**src/timer3_pkg.sv**
```systemverilog
// timer3 package: register offsets, field positions, reset values, source codes
// assumes an 8-bit io bus with 6-bit io addresses
package timer3_pkg;
    // ==========================================================
    // register offsets
    localparam logic [5:0] ADDR_TIMER_CONTROL = 6'h32;
    localparam logic [5:0] ADDR_TIMER_COUNT = 6'h33;
    localparam logic [5:0] ADDR_TIMER_PRESCALE = 6'h34;
    localparam logic [5:0] ADDR_TIMER_LIMIT = 6'h3F;
    // ==========================================================
    // field positions
    localparam int SRC_LSB = 4;
    localparam int OUTSEL_LSB = 2;
    localparam int MODE_BIT = 1;
    localparam int INV_BIT = 0;
    localparam int RES_BIT = 7;
    localparam int PRE_LSB = 5;
    // ==========================================================
    // reset values
    localparam logic [7:0] RST_CONTROL = 8'h00;
    localparam logic [7:0] RST_COUNT = 8'h00;
    localparam logic [7:0] RST_PRESCALE = 8'h00;
    localparam logic [7:0] RST_LIMIT = 8'h00;
    localparam logic [5:0] RST_PRE_CNT = 6'h00;
    localparam logic [4:0] RST_SCL_CNT = 5'h00;
    // ==========================================================
    // clock source codes
    localparam logic [3:0] SRC_OFF = 4'h0;
    localparam logic [3:0] SRC_SYS = 4'h1;
    localparam logic [3:0] SRC_FAST_RC = 4'h2;
    localparam logic [3:0] SRC_EXT_OSC = 4'h3;
    localparam logic [3:0] SRC_SLOW_RC = 4'h4;
    localparam logic [3:0] SRC_CMP = 4'h5;
    localparam logic [3:0] SRC_PA0_RISE = 4'h8;
    localparam logic [3:0] SRC_PA0_FALL = 4'h9;
    // output route codes
    localparam logic [1:0] OUT_NONE = 2'h0;
    localparam logic [1:0] OUT_B5 = 2'h1;
    localparam logic [1:0] OUT_B6 = 2'h2;
    localparam logic [1:0] OUT_B7 = 2'h3;
endpackage : timer3_pkg

```
**src/timer3_edge_sync.sv**
```systemverilog
// timer3 edge sync: two-flop synchroniser plus rising edge detector for one line
// assumes input is asynchronous to clk_sys
`timescale 1ns/10ps
`default_nettype none
module timer3_edge_sync (
    input wire logic clk_sys, // system clock
    input wire logic rst, // synchronous reset, active high
    input wire logic async_in, // asynchronous level
    output logic level, // synchronised level
    output logic rise // one-cycle pulse on rising edge
);
    typedef struct packed {
        logic meta;
        logic sync;
        logic prev;
    } sync_state_t;
    sync_state_t st_ff;
    sync_state_t nxt_st;

    // ==========================================================
    // meta is read only by sync
    always_comb begin
        nxt_st = st_ff;
        nxt_st.meta = async_in;
        nxt_st.sync = st_ff.meta;
        nxt_st.prev = st_ff.sync;
    end

    always_ff @(posedge clk_sys) begin
        if (rst) begin
            st_ff <= '0;
        end else begin
            st_ff <= nxt_st;
        end
    end

    assign level = st_ff.sync;
    assign rise = st_ff.sync & ~st_ff.prev;
endmodule : timer3_edge_sync
`default_nettype wire

```
**src/timer3_period_pwm.sv**
```systemverilog
// timer3 period / pwm timer with io register port
// assumes a cpu io strobe interface on clk_sys; clock sources arrive asynchronous
`timescale 1ns/10ps
`default_nettype none
// Summary of operation
// - Control bits 7..4 pick the count source; 0000 stops it and 0001 uses the system clock.
// - Code 0010 uses the fast rc clock (or its doubled form), 0011 the external oscillator, 0100 the slow rc.
// - Code 0101 counts on the comparator result output.
// - Code 1000 counts on rising and 1001 on falling edges of port a line 0.
// - Control bits 3..2 route the output to none, port b line 5, 6 or 7.
// - Control bit 1 picks period mode when clear and pwm mode when set, resetting to zero.
// - Control bit 0 inverts the output polarity before it reaches the pin.
// - The counter register is 8-bit, readable and writable, and zero after reset.
// - The write-only prescale register holds resolution, a 1/4/16/64 prescaler and a 5-bit scaler.
module timer3_period_pwm #(
    parameter bit FAST_RC_DOUBLE = 1'b0, // timer_source_option
    parameter bit RESOLUTION_OPTION = 1'b0 // 0: 6-bit, 1: 7-bit when resolution bit set
) (
    input wire logic clk_sys, // system clock 100 MHz
    input wire logic rst, // synchronous reset
    input wire logic io_wr, // io write strobe
    input wire logic io_rd, // io read strobe
    input wire logic [5:0] io_addr, // io address
    input wire logic [7:0] io_wdata, // write data
    output logic [7:0] io_rdata, // registered read data
    input wire logic fast_internal_rc, // fast rc clock
    input wire logic fast_internal_rc_x2, // doubled fast rc clock
    input wire logic external_oscillator, // external oscillator
    input wire logic slow_internal_rc, // slow rc clock
    input wire logic cmp_result, // comparator result
    input wire logic port_a_line0, // port a line 0
    output logic port_b_line5, // timer output pin
    output logic port_b_line5_oe, // drive enable
    output logic port_b_line6, // timer output pin
    output logic port_b_line6_oe, // drive enable
    output logic port_b_line7, // timer output pin
    output logic port_b_line7_oe // drive enable
);
    typedef struct packed {
        logic [7:0] control;
        logic [7:0] count;
        logic [7:0] prescale;
        logic [7:0] limit;
        logic [5:0] pre_cnt;
        logic [4:0] scl_cnt;
        logic wave;
        logic pa0_prev;
        logic [7:0] rdata;
        logic [2:0] pin;
        logic [2:0] oe;
    } timer_state_t;
    timer_state_t st_ff;
    timer_state_t nxt_st;

    logic [5:0] sync_level;
    logic [5:0] sync_rise;
    logic [5:0] async_src;
    logic src_tick;
    logic pre_tick;
    logic scl_tick;
    logic [5:0] pre_div;
    logic [7:0] res_mask;
    logic out_level;
    logic [3:0] src;
    logic pa0_fall;

    // ==========================================================
    // synchronisers for every asynchronous source
    assign async_src = {port_a_line0, cmp_result, slow_internal_rc, external_oscillator,
                        fast_internal_rc_x2, fast_internal_rc};
    genvar gi;
    generate
        for (gi = 0; gi < 6; gi++) begin : g_sync
            timer3_edge_sync u_sync (
                .clk_sys(clk_sys),
                .rst(rst),
                .async_in(async_src[gi]),
                .level(sync_level[gi]),
                .rise(sync_rise[gi])
            );
        end
    endgenerate

    // per-source tick decode
    // every source but the system clock is an edge seen behind two flops,
    // so a tick lands about three cycles after the pin moves
    function automatic logic pick_tick(input logic [3:0] code, input logic [5:0] rise,
                                       input logic fall);
        case (code)
            timer3_pkg::SRC_SYS: pick_tick = 1'b1;
            timer3_pkg::SRC_FAST_RC: pick_tick = FAST_RC_DOUBLE ? rise[1] : rise[0];
            timer3_pkg::SRC_EXT_OSC: pick_tick = rise[2];
            timer3_pkg::SRC_SLOW_RC: pick_tick = rise[3];
            timer3_pkg::SRC_CMP: pick_tick = rise[4];
            timer3_pkg::SRC_PA0_RISE: pick_tick = rise[5];
            timer3_pkg::SRC_PA0_FALL: pick_tick = fall;
            default: pick_tick = 1'b0; // stopped or reserved
        endcase
    endfunction : pick_tick

    // falling edge of port a line 0 from the level kept in the state;
    // all inputs of the decode are arguments so the assign re-evaluates on each
    assign pa0_fall = st_ff.pa0_prev & ~sync_level[5];

    assign src = st_ff.control[timer3_pkg::SRC_LSB +: 4];
    assign src_tick = pick_tick(src, sync_rise, pa0_fall);

    // ==========================================================
    // prescaler divide 1/4/16/64 then scaler divide by value+1
    always_comb begin
        case (st_ff.prescale[timer3_pkg::PRE_LSB +: 2])
            2'h0: pre_div = 6'h00;
            2'h1: pre_div = 6'h03;
            2'h2: pre_div = 6'h0F;
            default: pre_div = 6'h3F;
        endcase
    end
    // a write to prescale clears both counters so a new ratio starts clean
    assign pre_tick = src_tick && (st_ff.pre_cnt >= pre_div);
    assign scl_tick = pre_tick && (st_ff.scl_cnt >= st_ff.prescale[4:0]);

    // resolution mask for pwm wrap
    // 6- or 7-bit width is a build choice; the field only enables it
    assign res_mask = !st_ff.prescale[timer3_pkg::RES_BIT] ? 8'hFF : (RESOLUTION_OPTION ? 8'h7F : 8'h3F);

    // output level with polarity
    assign out_level = st_ff.wave ^ st_ff.control[timer3_pkg::INV_BIT];

    // ==========================================================
    // next-state logic
    always_comb begin
        nxt_st = st_ff;
        // last synced level of port a line 0, resets low like the idle pin
        nxt_st.pa0_prev = sync_level[5];
        // counter and prescalers
        if (src_tick) begin
            nxt_st.pre_cnt = pre_tick ? timer3_pkg::RST_PRE_CNT : st_ff.pre_cnt + 6'h01;
        end
        if (pre_tick) begin
            nxt_st.scl_cnt = scl_tick ? timer3_pkg::RST_SCL_CNT : st_ff.scl_cnt + 5'h01;
        end
        if (scl_tick) begin
            if (st_ff.control[timer3_pkg::MODE_BIT]) begin
                // pwm: high from wrap to limit match
                nxt_st.count = (st_ff.count + 8'h01) & res_mask;
                if (((st_ff.count + 8'h01) & res_mask) == 8'h00) begin
                    nxt_st.wave = 1'b1;
                end
                if (((st_ff.count + 8'h01) & res_mask) == (st_ff.limit & res_mask)) begin
                    nxt_st.wave = 1'b0;
                end
            end else begin
                // period: toggle and restart on limit match
                if (st_ff.count == st_ff.limit) begin
                    nxt_st.count = timer3_pkg::RST_COUNT;
                    nxt_st.wave = ~st_ff.wave;
                end else begin
                    nxt_st.count = st_ff.count + 8'h01;
                end
            end
        end
        // register writes take priority over counting
        if (io_wr) begin
            case (io_addr)
                timer3_pkg::ADDR_TIMER_CONTROL: nxt_st.control = io_wdata;
                timer3_pkg::ADDR_TIMER_COUNT: nxt_st.count = io_wdata;
                timer3_pkg::ADDR_TIMER_PRESCALE: begin
                    nxt_st.prescale = io_wdata;
                    nxt_st.pre_cnt = timer3_pkg::RST_PRE_CNT;
                    nxt_st.scl_cnt = timer3_pkg::RST_SCL_CNT;
                end
                timer3_pkg::ADDR_TIMER_LIMIT: nxt_st.limit = io_wdata;
                default: ;
            endcase
        end
        // reads have no side effect; write-only registers read zero
        if (io_rd) begin
            case (io_addr)
                timer3_pkg::ADDR_TIMER_CONTROL: nxt_st.rdata = st_ff.control;
                timer3_pkg::ADDR_TIMER_COUNT: nxt_st.rdata = st_ff.count;
                default: nxt_st.rdata = 8'h00;
            endcase
        end
        // pin routing
        // every pin carries the level; only the routed one is enabled
        nxt_st.pin = {3{out_level}};
        case (st_ff.control[timer3_pkg::OUTSEL_LSB +: 2])
            timer3_pkg::OUT_B5: nxt_st.oe = 3'h1;
            timer3_pkg::OUT_B6: nxt_st.oe = 3'h2;
            timer3_pkg::OUT_B7: nxt_st.oe = 3'h4;
            default: nxt_st.oe = 3'h0;
        endcase
    end

    // state register
    // fields without a named reset value fall back to zero
    always_ff @(posedge clk_sys) begin
        if (rst) begin
            st_ff <= '0;
            st_ff.control <= timer3_pkg::RST_CONTROL;
            st_ff.count <= timer3_pkg::RST_COUNT;
            st_ff.prescale <= timer3_pkg::RST_PRESCALE;
            st_ff.limit <= timer3_pkg::RST_LIMIT;
        end else begin
            st_ff <= nxt_st;
        end
    end

    assign io_rdata = st_ff.rdata;
    assign port_b_line5 = st_ff.pin[0];
    assign port_b_line6 = st_ff.pin[1];
    assign port_b_line7 = st_ff.pin[2];
    assign port_b_line5_oe = st_ff.oe[0];
    assign port_b_line6_oe = st_ff.oe[1];
    assign port_b_line7_oe = st_ff.oe[2];
endmodule : timer3_period_pwm
`default_nettype wire

```
**config.mk**
```make
export PLATFORM = sky130hd
export DESIGN_NAME = timer3_period_pwm
export DESIGN_NICKNAME = d
export VERILOG_FILES = /design/src/timer3_pkg.sv /design/src/timer3_edge_sync.sv /design/src/timer3_period_pwm.sv
export SDC_FILE = /design/constraint.sdc
export NUM_CORES = 1
export LEC_CHECK = 0
export ABC_CLOCK_PERIOD_IN_PS = 3000
export BUFFER_PORTS_ARGS = -buffer_cell sky130_fd_sc_hd__buf_2
export CORE_MARGIN = 10
export CORE_UTILIZATION = 61
export CTS_BUF_LIST = sky130_fd_sc_hd__clkbuf_8
export DETAILED_ROUTE_END_ITERATION = 6
export HOLD_SLACK_MARGIN = 0.12
export PLACE_DENSITY_LB_ADDON = 0.3
export SYNTH_ARGS = -nofsm -noshare
export SYNTH_HDL_FRONTEND = slang
export SYNTH_HIERARCHICAL = 1
export SYNTH_SLANG_ARGS = --single-unit
```
**constraint.sdc**
```tcl
create_clock -name clk_sys -period 3 [get_ports clk_sys]
set_input_delay 0.6 -clock clk_sys [delete_from_list [all_inputs] [get_ports clk_sys]]
set_output_delay 0.6 -clock clk_sys [all_outputs]
set_load 0.05 [all_outputs]
```
# After elaboration in Yosys (flattened, before gate mapping)
# Index checks and enable logic that the tools add are counted.
totals:
  regBits: 71
  inputBits: 24
  out_inout_bits: 14
  wordCells: 95
classes:
  add_sub_neg: 3
  magnitude_cmp: 2
  eq_ne: 19
  n_mux: 21
  bitwise: 16
  reduce_logical: 9
ops:
  columns: ["cell", "n"]
  rows:
  - ["8-bit two-way mux", 7]
  - ["35-bit two-way mux", 1]
  - ["6-bit == test (second input constant)", 4]
  - ["6-bit one-hot mux with 3 select lines", 1]
  - ["8-bit AND", 2]
  - ["8-bit == test", 2]
  - ["8-bit one-hot mux with 2 select lines", 1]
  - ["6-bit two-way mux", 2]
  - ["11-bit two-way mux", 1]
  - ["5-bit two-way mux", 2]
  - ["3-bit one-hot mux with 3 select lines", 1]
  - ["8-bit by 1-bit adder with 8-bit output (second input constant)", 1]
  - ["4-bit by 2-bit == test with 1-bit output (second input constant)", 2]
  - ["4-bit by 3-bit == test with 1-bit output (second input constant)", 2]
  - ["4-bit == test (second input constant)", 2]
  - ["8-bit zero test", 1]
  - ["1-bit inverter", 7]
  - ["1-bit one-hot mux with 7 select lines", 1]
  - ["6-bit by 1-bit adder with 6-bit output (second input constant)", 1]
  - ["1-bit AND", 6]
  - ["2-bit == test (second input constant)", 3]
  - ["6-bit greater-or-equal comparator", 1]
  - ["2-bit AND reduction", 3]
  - ["5-bit by 1-bit adder with 5-bit output (second input constant)", 1]
  - ["other kinds (10)", 15]

# Logic depth before layout (Yosys ltp)
# Gate-level depths: netlist (run 1).
logic_depth:
  depth_word: 9
  depth_mapped: 10
  depth_no_buf: 9

# Modules after synthesis
# The synthesis (run 1) kept the hierarchy.
modules_own_cells:
  columns: ["module", "n_inst", "cells_per_inst", "area_per_inst_um2", "seq_area_each_um2"]
  rows:
  - ["timer3_period_pwm", 1, 387, 3194.3, 1141.1]
  - ["timer3_edge_sync", 5, 7, 87.6, 60.1]

# Least setup slack after synthesis (run 1)
# OpenSTA, ideal clock, no wires.
synth_timing:
  path_kind: "register -> register"
  start: "reg st_ff[41] (netlist bit)"
  end: "reg st_ff[48] (netlist bit)"
  setup_time_ns: 0.091
  t_arrival_ns: 2.161
  required_ns: 2.909
  slack_ns: 0.748
  stages_incl_launch_ff: 9
  path_buffers: 0
  period_less_slack_ns: 2.252
  path_cell_list: "dfxtp_1 -> or2_2 -> ha_1 -> nand2b_1 -> a2bb2oi_1 -> o21ai_1 -> nand3_2 -> or4b_1 -> a311oi_1"
synth_between:
  elab_chain_cells: 8
  elab_cells_between_ends: 10
  classes_between: "1 x order compare; 2 x eq/ne; 4 x mux; 3 x reduce/logical"
synth_rtl:
  columns: ["element", "line", "rtl"]
  rows:
  - ["start: declaration", "timer3_period_pwm.sv:52", "timer_state_t st_ff;"]
  - ["start signal: assignment", "timer3_period_pwm.sv:205", "st_ff <= nxt_st;"]
  - ["2-bit == test, or another cell as far along", "timer3_period_pwm.sv:111", "case (st_ff.prescale[timer3_pkg::PRE_LSB +: 2])"]
  - ["6-bit one-hot mux with 3 select lines (*)", "timer3_period_pwm.sv:111", null]
  - ["6-bit greater-or-equal comparator (*)", "timer3_period_pwm.sv:119", "assign pre_tick = src_tick && (st_ff.pre_cnt >= pre_div);"]
  - ["1-bit logical AND (*)", "timer3_period_pwm.sv:119", null]
  - ["1-bit logical AND (*)", "timer3_period_pwm.sv:120", "assign scl_tick = pre_tick && (st_ff.scl_cnt >= st_ff.prescale[4:0]);"]
  - ["8-bit two-way mux (*)", "timer3_period_pwm.sv:142", "if (scl_tick) begin"]
  - ["8-bit two-way mux", "timer3_period_pwm.sv:164", "case (io_addr)"]
  - ["35-bit two-way mux (*)", "timer3_period_pwm.sv:163", "if (io_wr) begin"]
# Every way passes the cells marked *; elsewhere a longest branch is shown, timed or not.
# A chain may end at the register's enable or synchronous reset.

# Final worst setup path (run 1)
layout_timing:
  start: "reg st_ff[41] (netlist bit)"
  end: "reg st_ff[47] (netlist bit)"
# Same word-level chain as after synthesis.

==> metrics.md, run 1 <==
| Metric | Value |
|---|---|
| Top Ports | `38` |
| Final setup skew | `0.0121 ns` |
| Max cap viols | `0` |
| Core area | `5850 µm²` |
| Crit path launch type | `flip-flop` |
| Seq cells post-synth | `72` |
| Area of the die | `9440 µm²` |
| Root Buffer | `clkbuf_8` |
| Critical path origin | `st_ff[41]` |
| CTS H-tree lvls | `3` |
| Status | `finished clean` |
| Async S/R FF share, synth | `0%` |
| P_leak | `1.57 nW` |
| DR vias/cell | `6.02` |
| # diodes | `0` |
| Synthesis warning total | `6` |
| Detailed-route DRC error count | `0` |
| Num rows | `28` |
| Crit path kind | `flip-flop to flip-flop` |
| Clock latency on the worst-skew pair | `0.35 ns` |
| Critical path arrival | `2.81 ns` |
| GP Congestion | `0.917` |
| Relative slew slack | `54.9%` |
| Synth Flop Type | `dfxtp_1` |
| Max Freq | `390 MHz` |
| Initial DRC Count | `294` |
| Hold Crit Class | `flip-flop to flip-flop` |
| Seq/Total Area, Yosys | `39.7%` |
| CTS max path bufs | `2` |
| I/O Buffers | `36` |
| Hold Violations, Final | `0` |
| Remaining global-route overflow | `0` |
| GRT Total Usage | `18.3%` |
| Number of global-route vias before repair | `2978` |
| Overall routed net length | `8630 µm` |
| Worst-margin pin slew | `0.674 ns` |
| Post-CTS Setup Inserts | `0` |
| Pin count of the biggest net entering global routing | `43` |
| Worst path required time | `3.25 ns` |
| Fin area | `4090 µm²` |
| Initial antenna violation count | `0` |
| RSZ-0062 raised after global routing | `no` |
| Pre-Repair DR Iteration Count | `6` |
| Synthesized net count | `459` |
| Number of fill cells in the layout | `451` |
| Share of layout cells above drive strength 1 | `16.5%` |
| Vias post-DR | `3153` |
| Area grow syn2layout | `12.5%` |
| Distinct cells, synth | `52` |
| Slew Viols, Final | `0` |
| Drt wl/cell | `16.5 µm` |
| Starting density of the core | `62.1%` |
| Final setup fails | `0` |
| Post-DP HPWL | `6090 µm` |
| Worst Path Max Fanout | `15` |
| Multi-input gate area | `2000 µm²` |
| Cts repair resizes | `0` |
| # clock sinks | `72` |
| Tmin final | `2.56 ns` |
| Total CTS buffers | `9` |
| Layout Nets | `482` |
| TritonCTS clock tree | `yes` |
| Setup TNS | `0 ns` |
| Hold Startpoint | `g_sync[0].u_sync/nxt_st[1]` |
| DIE HEIGHT | `97.2 µm` |
| Gate Count Post-Synth | `422` |
| ANT nets after route | `0` |
| CTS clk-pin slew, worst paths | `0.08 ns` |
| Worst R2R Start | `st_ff[41]` |
| Reg area | `1440 µm²` |
| Max VDD drop | `323 µV` |
| Area after DPL | `3820 µm²` |
| Hold_ws | `0.440 ns` |
| Area of the mapped netlist | `3630 µm²` |
| Final cycle utilization of the critical path | `85.5%` |
| CTS Hold Buffers Added | `0` |
| Post-synth EDFFs | `0` |
| PwrDens | `521 nW/µm²` |
| CP Capture Type | `flip-flop` |
| Avg Cell Area, Syn | `8.61 µm²` |
| Die width | `97.2 µm` |
| First-pass GRT wire length | `14500 µm` |
## cell usage after synthesis, drive strengths merged, types with 2 or more instances
cell type  instances  area [µm²]
buf               12        83.8
nand3             15        80.1
or4                4        30.0
nand2b             9        56.3
nor2              46         173
o21ai             12        60.1
a41o               2        20.0
clkbuf            22        82.6
a22oi              9        67.6
o2111ai            2        17.5
nor3               7        35.0
a21bo              2        20.0
nor2b             22         150
dfxtp             72        1440
and3               7        43.8
ha                13         163
a31oi              6        52.6
nand4bb            3        33.8
a311oi             4        35.0
inv                9        33.8
a211oi            12         103
or4b               4        40.0
nand4              8        50.1
xnor2             14         123
mux2i              9        90.1
o211ai             2        15.0
nand2             36         135
a211o              2        18.8
xor2               9        78.8
nor3b              5        37.5
a2bb2oi            3        26.3
nand3b             3        22.5
and2               2        12.5
a21oi             25         125
## sequential cells by signal (all words and copies together), names as in the netlist
register / count
st_ff: 41
port_b_line5_oe: 1
port_b_line7_oe: 1
port_b_line6_oe: 1
io_rdata: 8
g_sync.u_sync/nxt_st: 5
src: 4
g_sync.u_sync/st_ff: 5
port_b_line5: 1
g_sync.u_sync/level: 5
## layout make-up
| cell class | count | share of cell area (%) |
|---|---|---|
| Multi-Input combinational cell | 307 | 48.8 |
| Sequential cell | 72 | 35.3 |
| Timing Repair Buffer | 46 | 6.25 |
| Clock buffer | 10 | 3.37 |
| Clock inverter | 5 | 3.15 |
| Tap cell | 75 | 2.30 |
| Inverter | 9 | 0.827 |
## final timing paths
kind	to	slack (ns)	cells past startpoint
worst min register to register	g_sync[0].u_sync/level	0.44	1
worst max-delay path	st_ff[47]	0.44	9
worst min-delay path	g_sync[0].u_sync/level	0.44	1
worst max register to register	st_ff[47]	0.44	9
## layout by cell type (no fill, tap or decap), types with 3 or more instances in the layout
cell / n
a21oi_1: 25
dfxtp_1: 72
nor3_1: 7
a311oi_1: 4
o21ai_0: 11
nor2_1: 46
nor2b_1: 17
or4b_1: 4
nor3b_1: 4
ha_1: 13
inv_1: 9
mux2i_1: 9
a211oi_1: 11
a22oi_1: 9
nand4_1: 8
buf_4: 10
bufinv_16: 4
nand4bb_1: 3
nand2b_1: 9
clkbuf_8: 10
nor2b_2: 5
nand3b_1: 3
xnor2_1: 14
nand2_1: 36
and3_1: 7
or4_1: 4
nand3_1: 14
buf_2: 36
a2bb2oi_1: 3
xor2_1: 9
a31oi_1: 5
## metal layers
metal / global-route usage [%] / vias to the layer above / part of all wire, % / wire length [µm]
li1: - / 1530 / - / -
met1: 23.9 / 1450 / 43 / 3720
met2: 27.7 / 150 / 45 / 3910
met3: 4.77 / 23 / 9.0 / 781
met4: 7.60 / 0 / 2.6 / 227
met5: 0 / - / 0 / 0
## power breakdown
part	internal [mW]	total [mW]	switching, mW
sequential	0.971	0.980	0.00877
clock	0.656	1.02	0.366
combinational	0.0429	0.127	0.0843
total	1.67	2.13	0.459
## critical path, cell delays in order, from the launching register on
cell and delay [ns]:
dfxtp_1 0.36, or2_2 0.31, inv_1 0.06, ha_1 0.17, nor3_1 0.07, a2bb2oi_1 0.15, o21ai_1 0.22, nand3_2 0.28
or4b_1 0.55, a311oi_1 0.30
## metrics by stage
stage	total power [mW]	std cells	worst slack, ns	utilization, %
after floorplan	1.09	422	0.748	-
after global placement	1.12	509	0.637	65.3
after detailed placement	1.13	509	0.552	65.3
after CTS	2.13	524	0.499	69.8
after global routing	2.19	524	0.242	69.8
final	2.13	524	0.435	69.8
## logic make-up (layout without fill, tap and decap cells)
| kind of cell | after synthesis | count (layout) | synth area share [%] |
|---|---|---|---|
| buf+inv | 43 | 70 | 5.51 |
| compound gates | 87 | 87 | 16.8 |
| xor+xnor | 23 | 23 | 5.55 |
| simple gates | 175 | 175 | 25.5 |
| fa+ha+maj | 13 | 13 | 4.48 |
| mux | 9 | 9 | 2.48 |
| flops | 72 | 72 | 39.7 |
Power figures use the tool's default switching activity.
==> run 2, diff against run 1 <==
--- a/config.mk
+++ b/config.mk
@@ -5,7 +5,8 @@
 export SDC_FILE = /design/constraint.sdc
 export NUM_CORES = 1
 export LEC_CHECK = 0
-export ABC_CLOCK_PERIOD_IN_PS = 3000
+export ABC_AREA = 1
+export ABC_CLOCK_PERIOD_IN_PS = 2500
 export BUFFER_PORTS_ARGS = -buffer_cell sky130_fd_sc_hd__buf_2
 export CORE_MARGIN = 10
 export CORE_UTILIZATION = 61
==> constraint.sdc (replaced) <==
create_clock -name clk_sys -period 2.5 [get_ports clk_sys]
set_input_delay 0.5 -clock clk_sys [delete_from_list [all_inputs] [get_ports clk_sys]]
set_output_delay 0.5 -clock clk_sys [all_outputs]
set_load 0.05 [all_outputs]
==> metrics.md, run 2 <==
| Metric | Value |
|---|---|
| Status | `finished clean` |
| Number of fill cells in the layout | `531` |
| Area of the mapped netlist | `3780 µm²` |
| Cts repair resizes | `0` |
| Top post-synthesis cells by count | `87 x nand2_1, 85 x inv_1, 72 x dfxtp_1, 69 x nor2_1, 39 x a21oi_1` |
| PwrDens | `556 nW/µm²` |
| Commonest non-fill, non-tap cells in the layout | `87 x nand2_1, 85 x inv_1, 72 x dfxtp_1, 69 x nor2_1, 39 x a21oi_1` |
| Overall routed net length | `8390 µm` |
| Max cap viols | `0` |
| Setup ws final | `0.465 ns` |
| Worst-path cell chain | `nand2_1 -> ha_1 -> a21oi_1 -> a21boi_1 -> nand3_2 -> nand2_2 -> inv_2 -> nand2_1 -> nand2_1 -> nor3b_2` |
| Initial antenna violation count | `0` |
| Max Freq | `491 MHz` |
| RSZ-0062 raised after global routing | `no` |
| Detailed-route DRC error count | `0` |
| Gate Count Post-Synth | `524` |
| ANT nets after route | `0` |
| Hold Violations, Final | `0` |
| Worst-margin pin slew | `0.572 ns` |
| Total Power | `2.30 mW` |
| Yosys top cell area share | `38.1%` |
| Critical path arrival | `2.28 ns` |
| First-pass GRT wire length | `14500 µm` |
| CTS clk-pin slew, worst paths | `0.08 ns` |
| Number of global-route vias before repair | `3306` |
| Worst path bufs/invs | `1` |
| Worst Path Max Fanout | `7` |
| Root Buffer | `clkbuf_8` |
| Starting density of the core | `63.5%` |
| Synth Flop Type | `dfxtp_1` |
| Crit path kind | `flip-flop to flip-flop` |
| Share of layout cells above drive strength 1 | `14.9%` |
| Clock latency on the worst-skew pair | `0.35 ns` |
| GP Congestion | `0.896` |
| Remaining global-route overflow | `0` |
| Initial DRC Count | `163` |
| Reg area | `1440 µm²` |
| Setup WS pre-CTS | `0.434 ns` |
| Biggest register | `st_ff` |
| DR vias/cell | `5.19` |
| Slew Viols, Final | `0` |
| Final setup fails | `0` |
| Distinct cells, synth | `34` |
| Setup TNS | `0 ns` |
| Drt wl/cell | `13.3 µm` |
| I/O Buffers | `36` |
| # clock sinks | `72` |
| Die width | `98.7 µm` |
| Post-DP HPWL | `6460 µm` |
| CTS H-tree lvls | `3` |
| Area of the die | `9750 µm²` |
| Most common cell type on the critical path | `nand2_1` |
| CP peak stage delay | `0.46 ns` |
| Top Ports | `38` |
| Tmin final | `2.04 ns` |
| Final setup skew | `0.00745 ns` |
| # diodes | `0` |
| Post-synth EDFFs | `0` |
| DIE HEIGHT | `98.7 µm` |
| Post-CTS Setup Inserts | `0` |
| Crit-path leading delay family | `simple AND/OR/NAND/NOR gates` |
| Seq/Total Area, Yosys | `38.1%` |
| CTS max path bufs | `2` |
| Most common cell in the netlist | `nand2_1` |
| Multi-input gate area | `1850 µm²` |
| Total CTS buffers | `9` |
| Cell type with the highest aggregate area in the netlist | `dfxtp_1` |
| Met3 routed WL | `414 µm` |
| Most common cell after layout, fill and taps aside | `nand2_1` |
| Layout Nets | `588` |
| P_leak | `1.96 nW` |
| TritonCTS clock tree | `yes` |
| Worst path required time | `2.75 ns` |
| Pre-Repair DR Iteration Count | `4` |
| Vias post-DR | `3276` |
| Synthesized net count | `561` |
| DRT met1 WL | `3730 µm` |
| Area grow syn2layout | `9.23%` |
| Met2 routed WL | `3930 µm` |
| Synthesis warning total | `6` |
| CTS Hold Buffers Added | `0` |
| Max VDD drop | `429 µV` |
| Num rows | `28` |
| Ranking of synthesized cells by area | `dfxtp_1 38%, nand2_1 8.6%, inv_1 8.4%, nor2_1 6.8%, a21oi_1 5.2%` |
| GRT Total Usage | `17.9%` |
| Relative slew slack | `61.5%` |
| Uppermost layer routed | `met4` |
| Final cycle utilization of the critical path | `81.4%` |
| Crit path launch type | `flip-flop` |
| Pin count of the biggest net entering global routing | `42` |
| Crit-path slowest cell | `dfxtp_1` |
| CP Capture Type | `flip-flop` |
| Async S/R FF share, synth | `0%` |
| Hold_ws | `0.343 ns` |
| Core area | `5960 µm²` |
| Seq cells post-synth | `72` |
| Hold Crit Class | `input pin to flip-flop` |
| Max reg flops | `41` |
| Avg Cell Area, Syn | `7.22 µm²` |
## run 2: stage by stage
step / instance area (µm²) / util [%] / cells
floorplan: 3780 / - / 524
global placement: 3930 / 66.0 / 615
detailed placement: 3930 / 66.0 / 615
CTS: 4130 / 69.4 / 631
global route: 4130 / 69.4 / 631
finish: 4130 / 69.4 / 631
## run 2: area by class of cell
| class | count | share of cell area [%] |
|---|---|---|
| flip-flops and latches | 72 | 34.9 |
| repair buffers | 39 | 4.91 |
| inverters | 92 | 8.36 |
| clock inverters | 7 | 1.88 |
| clock buffers | 9 | 3.00 |
| well taps | 75 | 2.27 |
| multi-input cells | 337 | 44.7 |
## run 2: where the power goes
group          total (mW)  switching (mW)  internal, mW
Clock               0.941           0.470         0.471
Sequential           1.18          0.0113          1.17
Combinational       0.177           0.123        0.0539
## run 2: worst paths after layout
kind,start,end,slack (ns),cells after the start
worst max register to register,st_ff[41],st_ff[19],0.46,10
worst min register to register,g_sync[0].u_sync/nxt_st[1],g_sync[0].u_sync/level,0.40,2
worst max-delay path,st_ff[41],st_ff[19],0.46,10
worst min-delay path,port_a_line0,g_sync[5].u_sync/nxt_st[1],0.34,3
## run 2: cells by family (layout without fill, tap and decap cells)
logic type / count (synthesis) / in the layout / share of synthesized area, %
buf+inv: 115 / 147 / 13.1
compound gates: 95 / 95 / 13.9
flops: 72 / 72 / 38.1
fa+ha+maj: 13 / 13 / 4.30
simple gates: 213 / 213 / 26.9
xor+xnor: 16 / 16 / 3.70
## run 2: routing by layer
layer / track usage, % / vias up
met5: 0 / -
li1: - / 1709
met1: 19.7 / 1477
met4: 10.6 / 0
met2: 29.1 / 66
met3: 6.08 / 24
## run 2: worst reg2reg max path: cells and delay by family (launching register included)
family                   cells  cell delay, ns
flip-flops                   1            0.46
buffers and inverters        1            0.09
AND/OR/NAND/NOR              6            0.72
AO/OA/AOI/OAI                2            0.35
adder cells (fa/ha/maj)      1            0.31
==> run 3, diff against run 2 <==
--- a/config.mk
+++ b/config.mk
@@ -6,7 +6,7 @@
 export NUM_CORES = 1
 export LEC_CHECK = 0
 export ABC_AREA = 1
-export ABC_CLOCK_PERIOD_IN_PS = 2500
+export ABC_CLOCK_PERIOD_IN_PS = 1940
 export BUFFER_PORTS_ARGS = -buffer_cell sky130_fd_sc_hd__buf_2
 export CORE_MARGIN = 10
 export CORE_UTILIZATION = 61
==> constraint.sdc (replaced) <==
create_clock -name clk_sys -period 1.94 [get_ports clk_sys]
set_input_delay 0.388 -clock clk_sys [delete_from_list [all_inputs] [get_ports clk_sys]]
set_output_delay 0.388 -clock clk_sys [all_outputs]
set_load 0.05 [all_outputs]
==> metrics.md, run 3 (same netlist as run 2, synthesis figures left out) <==
| Metric | Value |
|---|---|
| I/O Buffers | `36` |
| First-pass GRT wire length | `14700 µm` |
| Overall routed net length | `8900 µm` |
| Slew Viols, Final | `0` |
| Root Buffer | `clkbuf_8` |
| Remaining global-route overflow | `0` |
| Critical path arrival | `2.18 ns` |
| Post-layout util | `72.3%` |
| P_leak | `2.02 nW` |
| Hold Startpoint | `external_oscillator` |
| Tmin final | `1.89 ns` |
| Biggest register | `st_ff` |
| Hold_ws | `0.224 ns` |
| Worst r2r dst | `st_ff[45]` |
| Core area | `5960 µm²` |
| Num rows | `28` |
| Layout Nets | `598` |
| Initial DRC Count | `173` |
| Top Ports | `38` |
| Hold path depth | `3` |
| Status | `finished clean` |
| Number of global-route vias before repair | `3360` |
| Area of the die | `9750 µm²` |
| Worst R2R Start | `st_ff[40]` |
| # clock sinks | `72` |
| Drt wl/cell | `13.9 µm` |
| RSZ-0062 raised after global routing | `yes` |
| Post-DP HPWL | `6530 µm` |
| Share of layout cells above drive strength 1 | `19.1%` |
| Initial antenna violation count | `0` |
| Worst Path Max Fanout | `6` |
| Die width | `98.7 µm` |
| DR vias/cell | `5.32` |
| Max VDD drop | `586 µV` |
| Max Freq | `529 MHz` |
| Pin count of the biggest net entering global routing | `42` |
| Fin area | `4310 µm²` |
| PwrDens | `682 nW/µm²` |
| Max reg flops | `41` |
| Vias post-DR | `3410` |
| Crit path launch type | `flip-flop` |
| Detailed-route DRC error count | `0` |
| Max cap viols | `0` |
| Pre-Repair DR Iteration Count | `5` |
| Starting density of the core | `63.5%` |
| CTS clk-pin slew, worst paths | `0.08 ns` |
| Crit path kind | `flip-flop to flip-flop` |
| Clock latency on the worst-skew pair | `0.36 ns` |
| Final cycle utilization of the critical path | `97.4%` |
| # diodes | `0` |
| GP Congestion | `0.930` |
| DIE HEIGHT | `98.7 µm` |
| ANT nets after route | `0` |
| Final setup fails | `0` |
| Worst path required time | `2.23 ns` |
| CTS H-tree lvls | `3` |
| TritonCTS clock tree | `yes` |
| Total CTS buffers | `9` |
| Worst Hold End | `g_sync[2].u_sync/nxt_st[1]` |
| CP Capture Type | `flip-flop` |
| Worst R2R Setup Slack | `0.05 ns` |
| CTS max path bufs | `2` |
| Area grow syn2layout | `13.9%` |
| Final setup skew | `0.00786 ns` |
| Hold Violations, Final | `0` |
| Worst-margin pin slew | `0.368 ns` |
| Area after DPL | `3980 µm²` |
| R2R cell count | `11` |
| Hold Crit Class | `input pin to flip-flop` |
| Commonest non-fill, non-tap cells in the layout | `85 x inv_1, 85 x nand2_1, 70 x dfxtp_1, 68 x nor2_1, 36 x buf_2` |
| Relative slew slack | `75.5%` |
| GRT Total Usage | `18.1%` |
run 3: cell count changes in the layout (fill, tap and decap cells not counted), sizes merged:
cell / change
inv: -1
clkinvlp: +1
buf: +10
run 3: worst max-delay path: stages (launching register included):
cell	delay [ns]
dfxtp_4	0.36
nor2_4	0.11
inv_1	0.08
ha_4	0.26
nand2_1	0.04
inv_1	0.05
nand4_1	0.15
nand3_4	0.17
nand3_4	0.17
nor2_4	0.23
nand2_1	0.07
a21oi_1	0.14
run 3: stage by stage:
stage | power (mW) | setup WS [ns] | cells | TNS [ns]
floorplan | 1.71 | 0.179 | 524 | 0
finish | 2.94 | 0.0513 | 641 | 0
detailed placement | 1.78 | 0.0366 | 622 | 0
CTS | 2.95 | -0.00133 | 638 | -0.00133
global placement | 1.78 | 0.124 | 622 | 0
global route | 3.05 | -0.0899 | 641 | -0.520
run 3: cell type report:
| type | count | area (µm²) |
|---|---|---|
| Clock buffer | 9 | 124 |
| Tap cell | 75 | 93.8 |
| Multi-Input combinational cell | 337 | 1930 |
| Clock inverter | 7 | 71.3 |
| Sequential cell | 72 | 1450 |
| Inverter | 92 | 345 |
| Timing Repair Buffer | 49 | 290 |
| Fill cell | 497 | 1650 |
run 3: worst max-delay path by stage:
stage | cells after the start | endpoint | start
floorplan | 11 | st_ff[15] | st_ff[41]
global placement | 10 | st_ff[19] | st_ff[41]
detailed placement | 10 | st_ff[19] | st_ff[41]
CTS | 10 | st_ff[44] | st_ff[41]
global route | 10 | st_ff[47] | st_ff[41]
finish | 11 | st_ff[45] | st_ff[40]
run 3: report_power, final:
part | switching (mW) | internal (mW) | total (mW)
Clock | 0.589 | 0.593 | 1.18
Sequential | 0.0147 | 1.50 | 1.52
Combinational | 0.164 | 0.0749 | 0.238
run 3: routing by layer:
layer | vias up | wire [µm] | GRT usage [%]
met5 | - | 0 | 0
met4 | 0 | 236 | 9.59
met3 | 25 | 523 | 4.61
met2 | 101 | 4350 | 30.3
met1 | 1555 | 3790 | 20.6
li1 | 1729 | - | -
run 3: timing repair:
action	4_1_cts	5_1_grt
buffers inserted	0	3
resized for setup	1	20
setup endpoints to repair	1	18
pin swaps	0	12
hold buffers	0	0
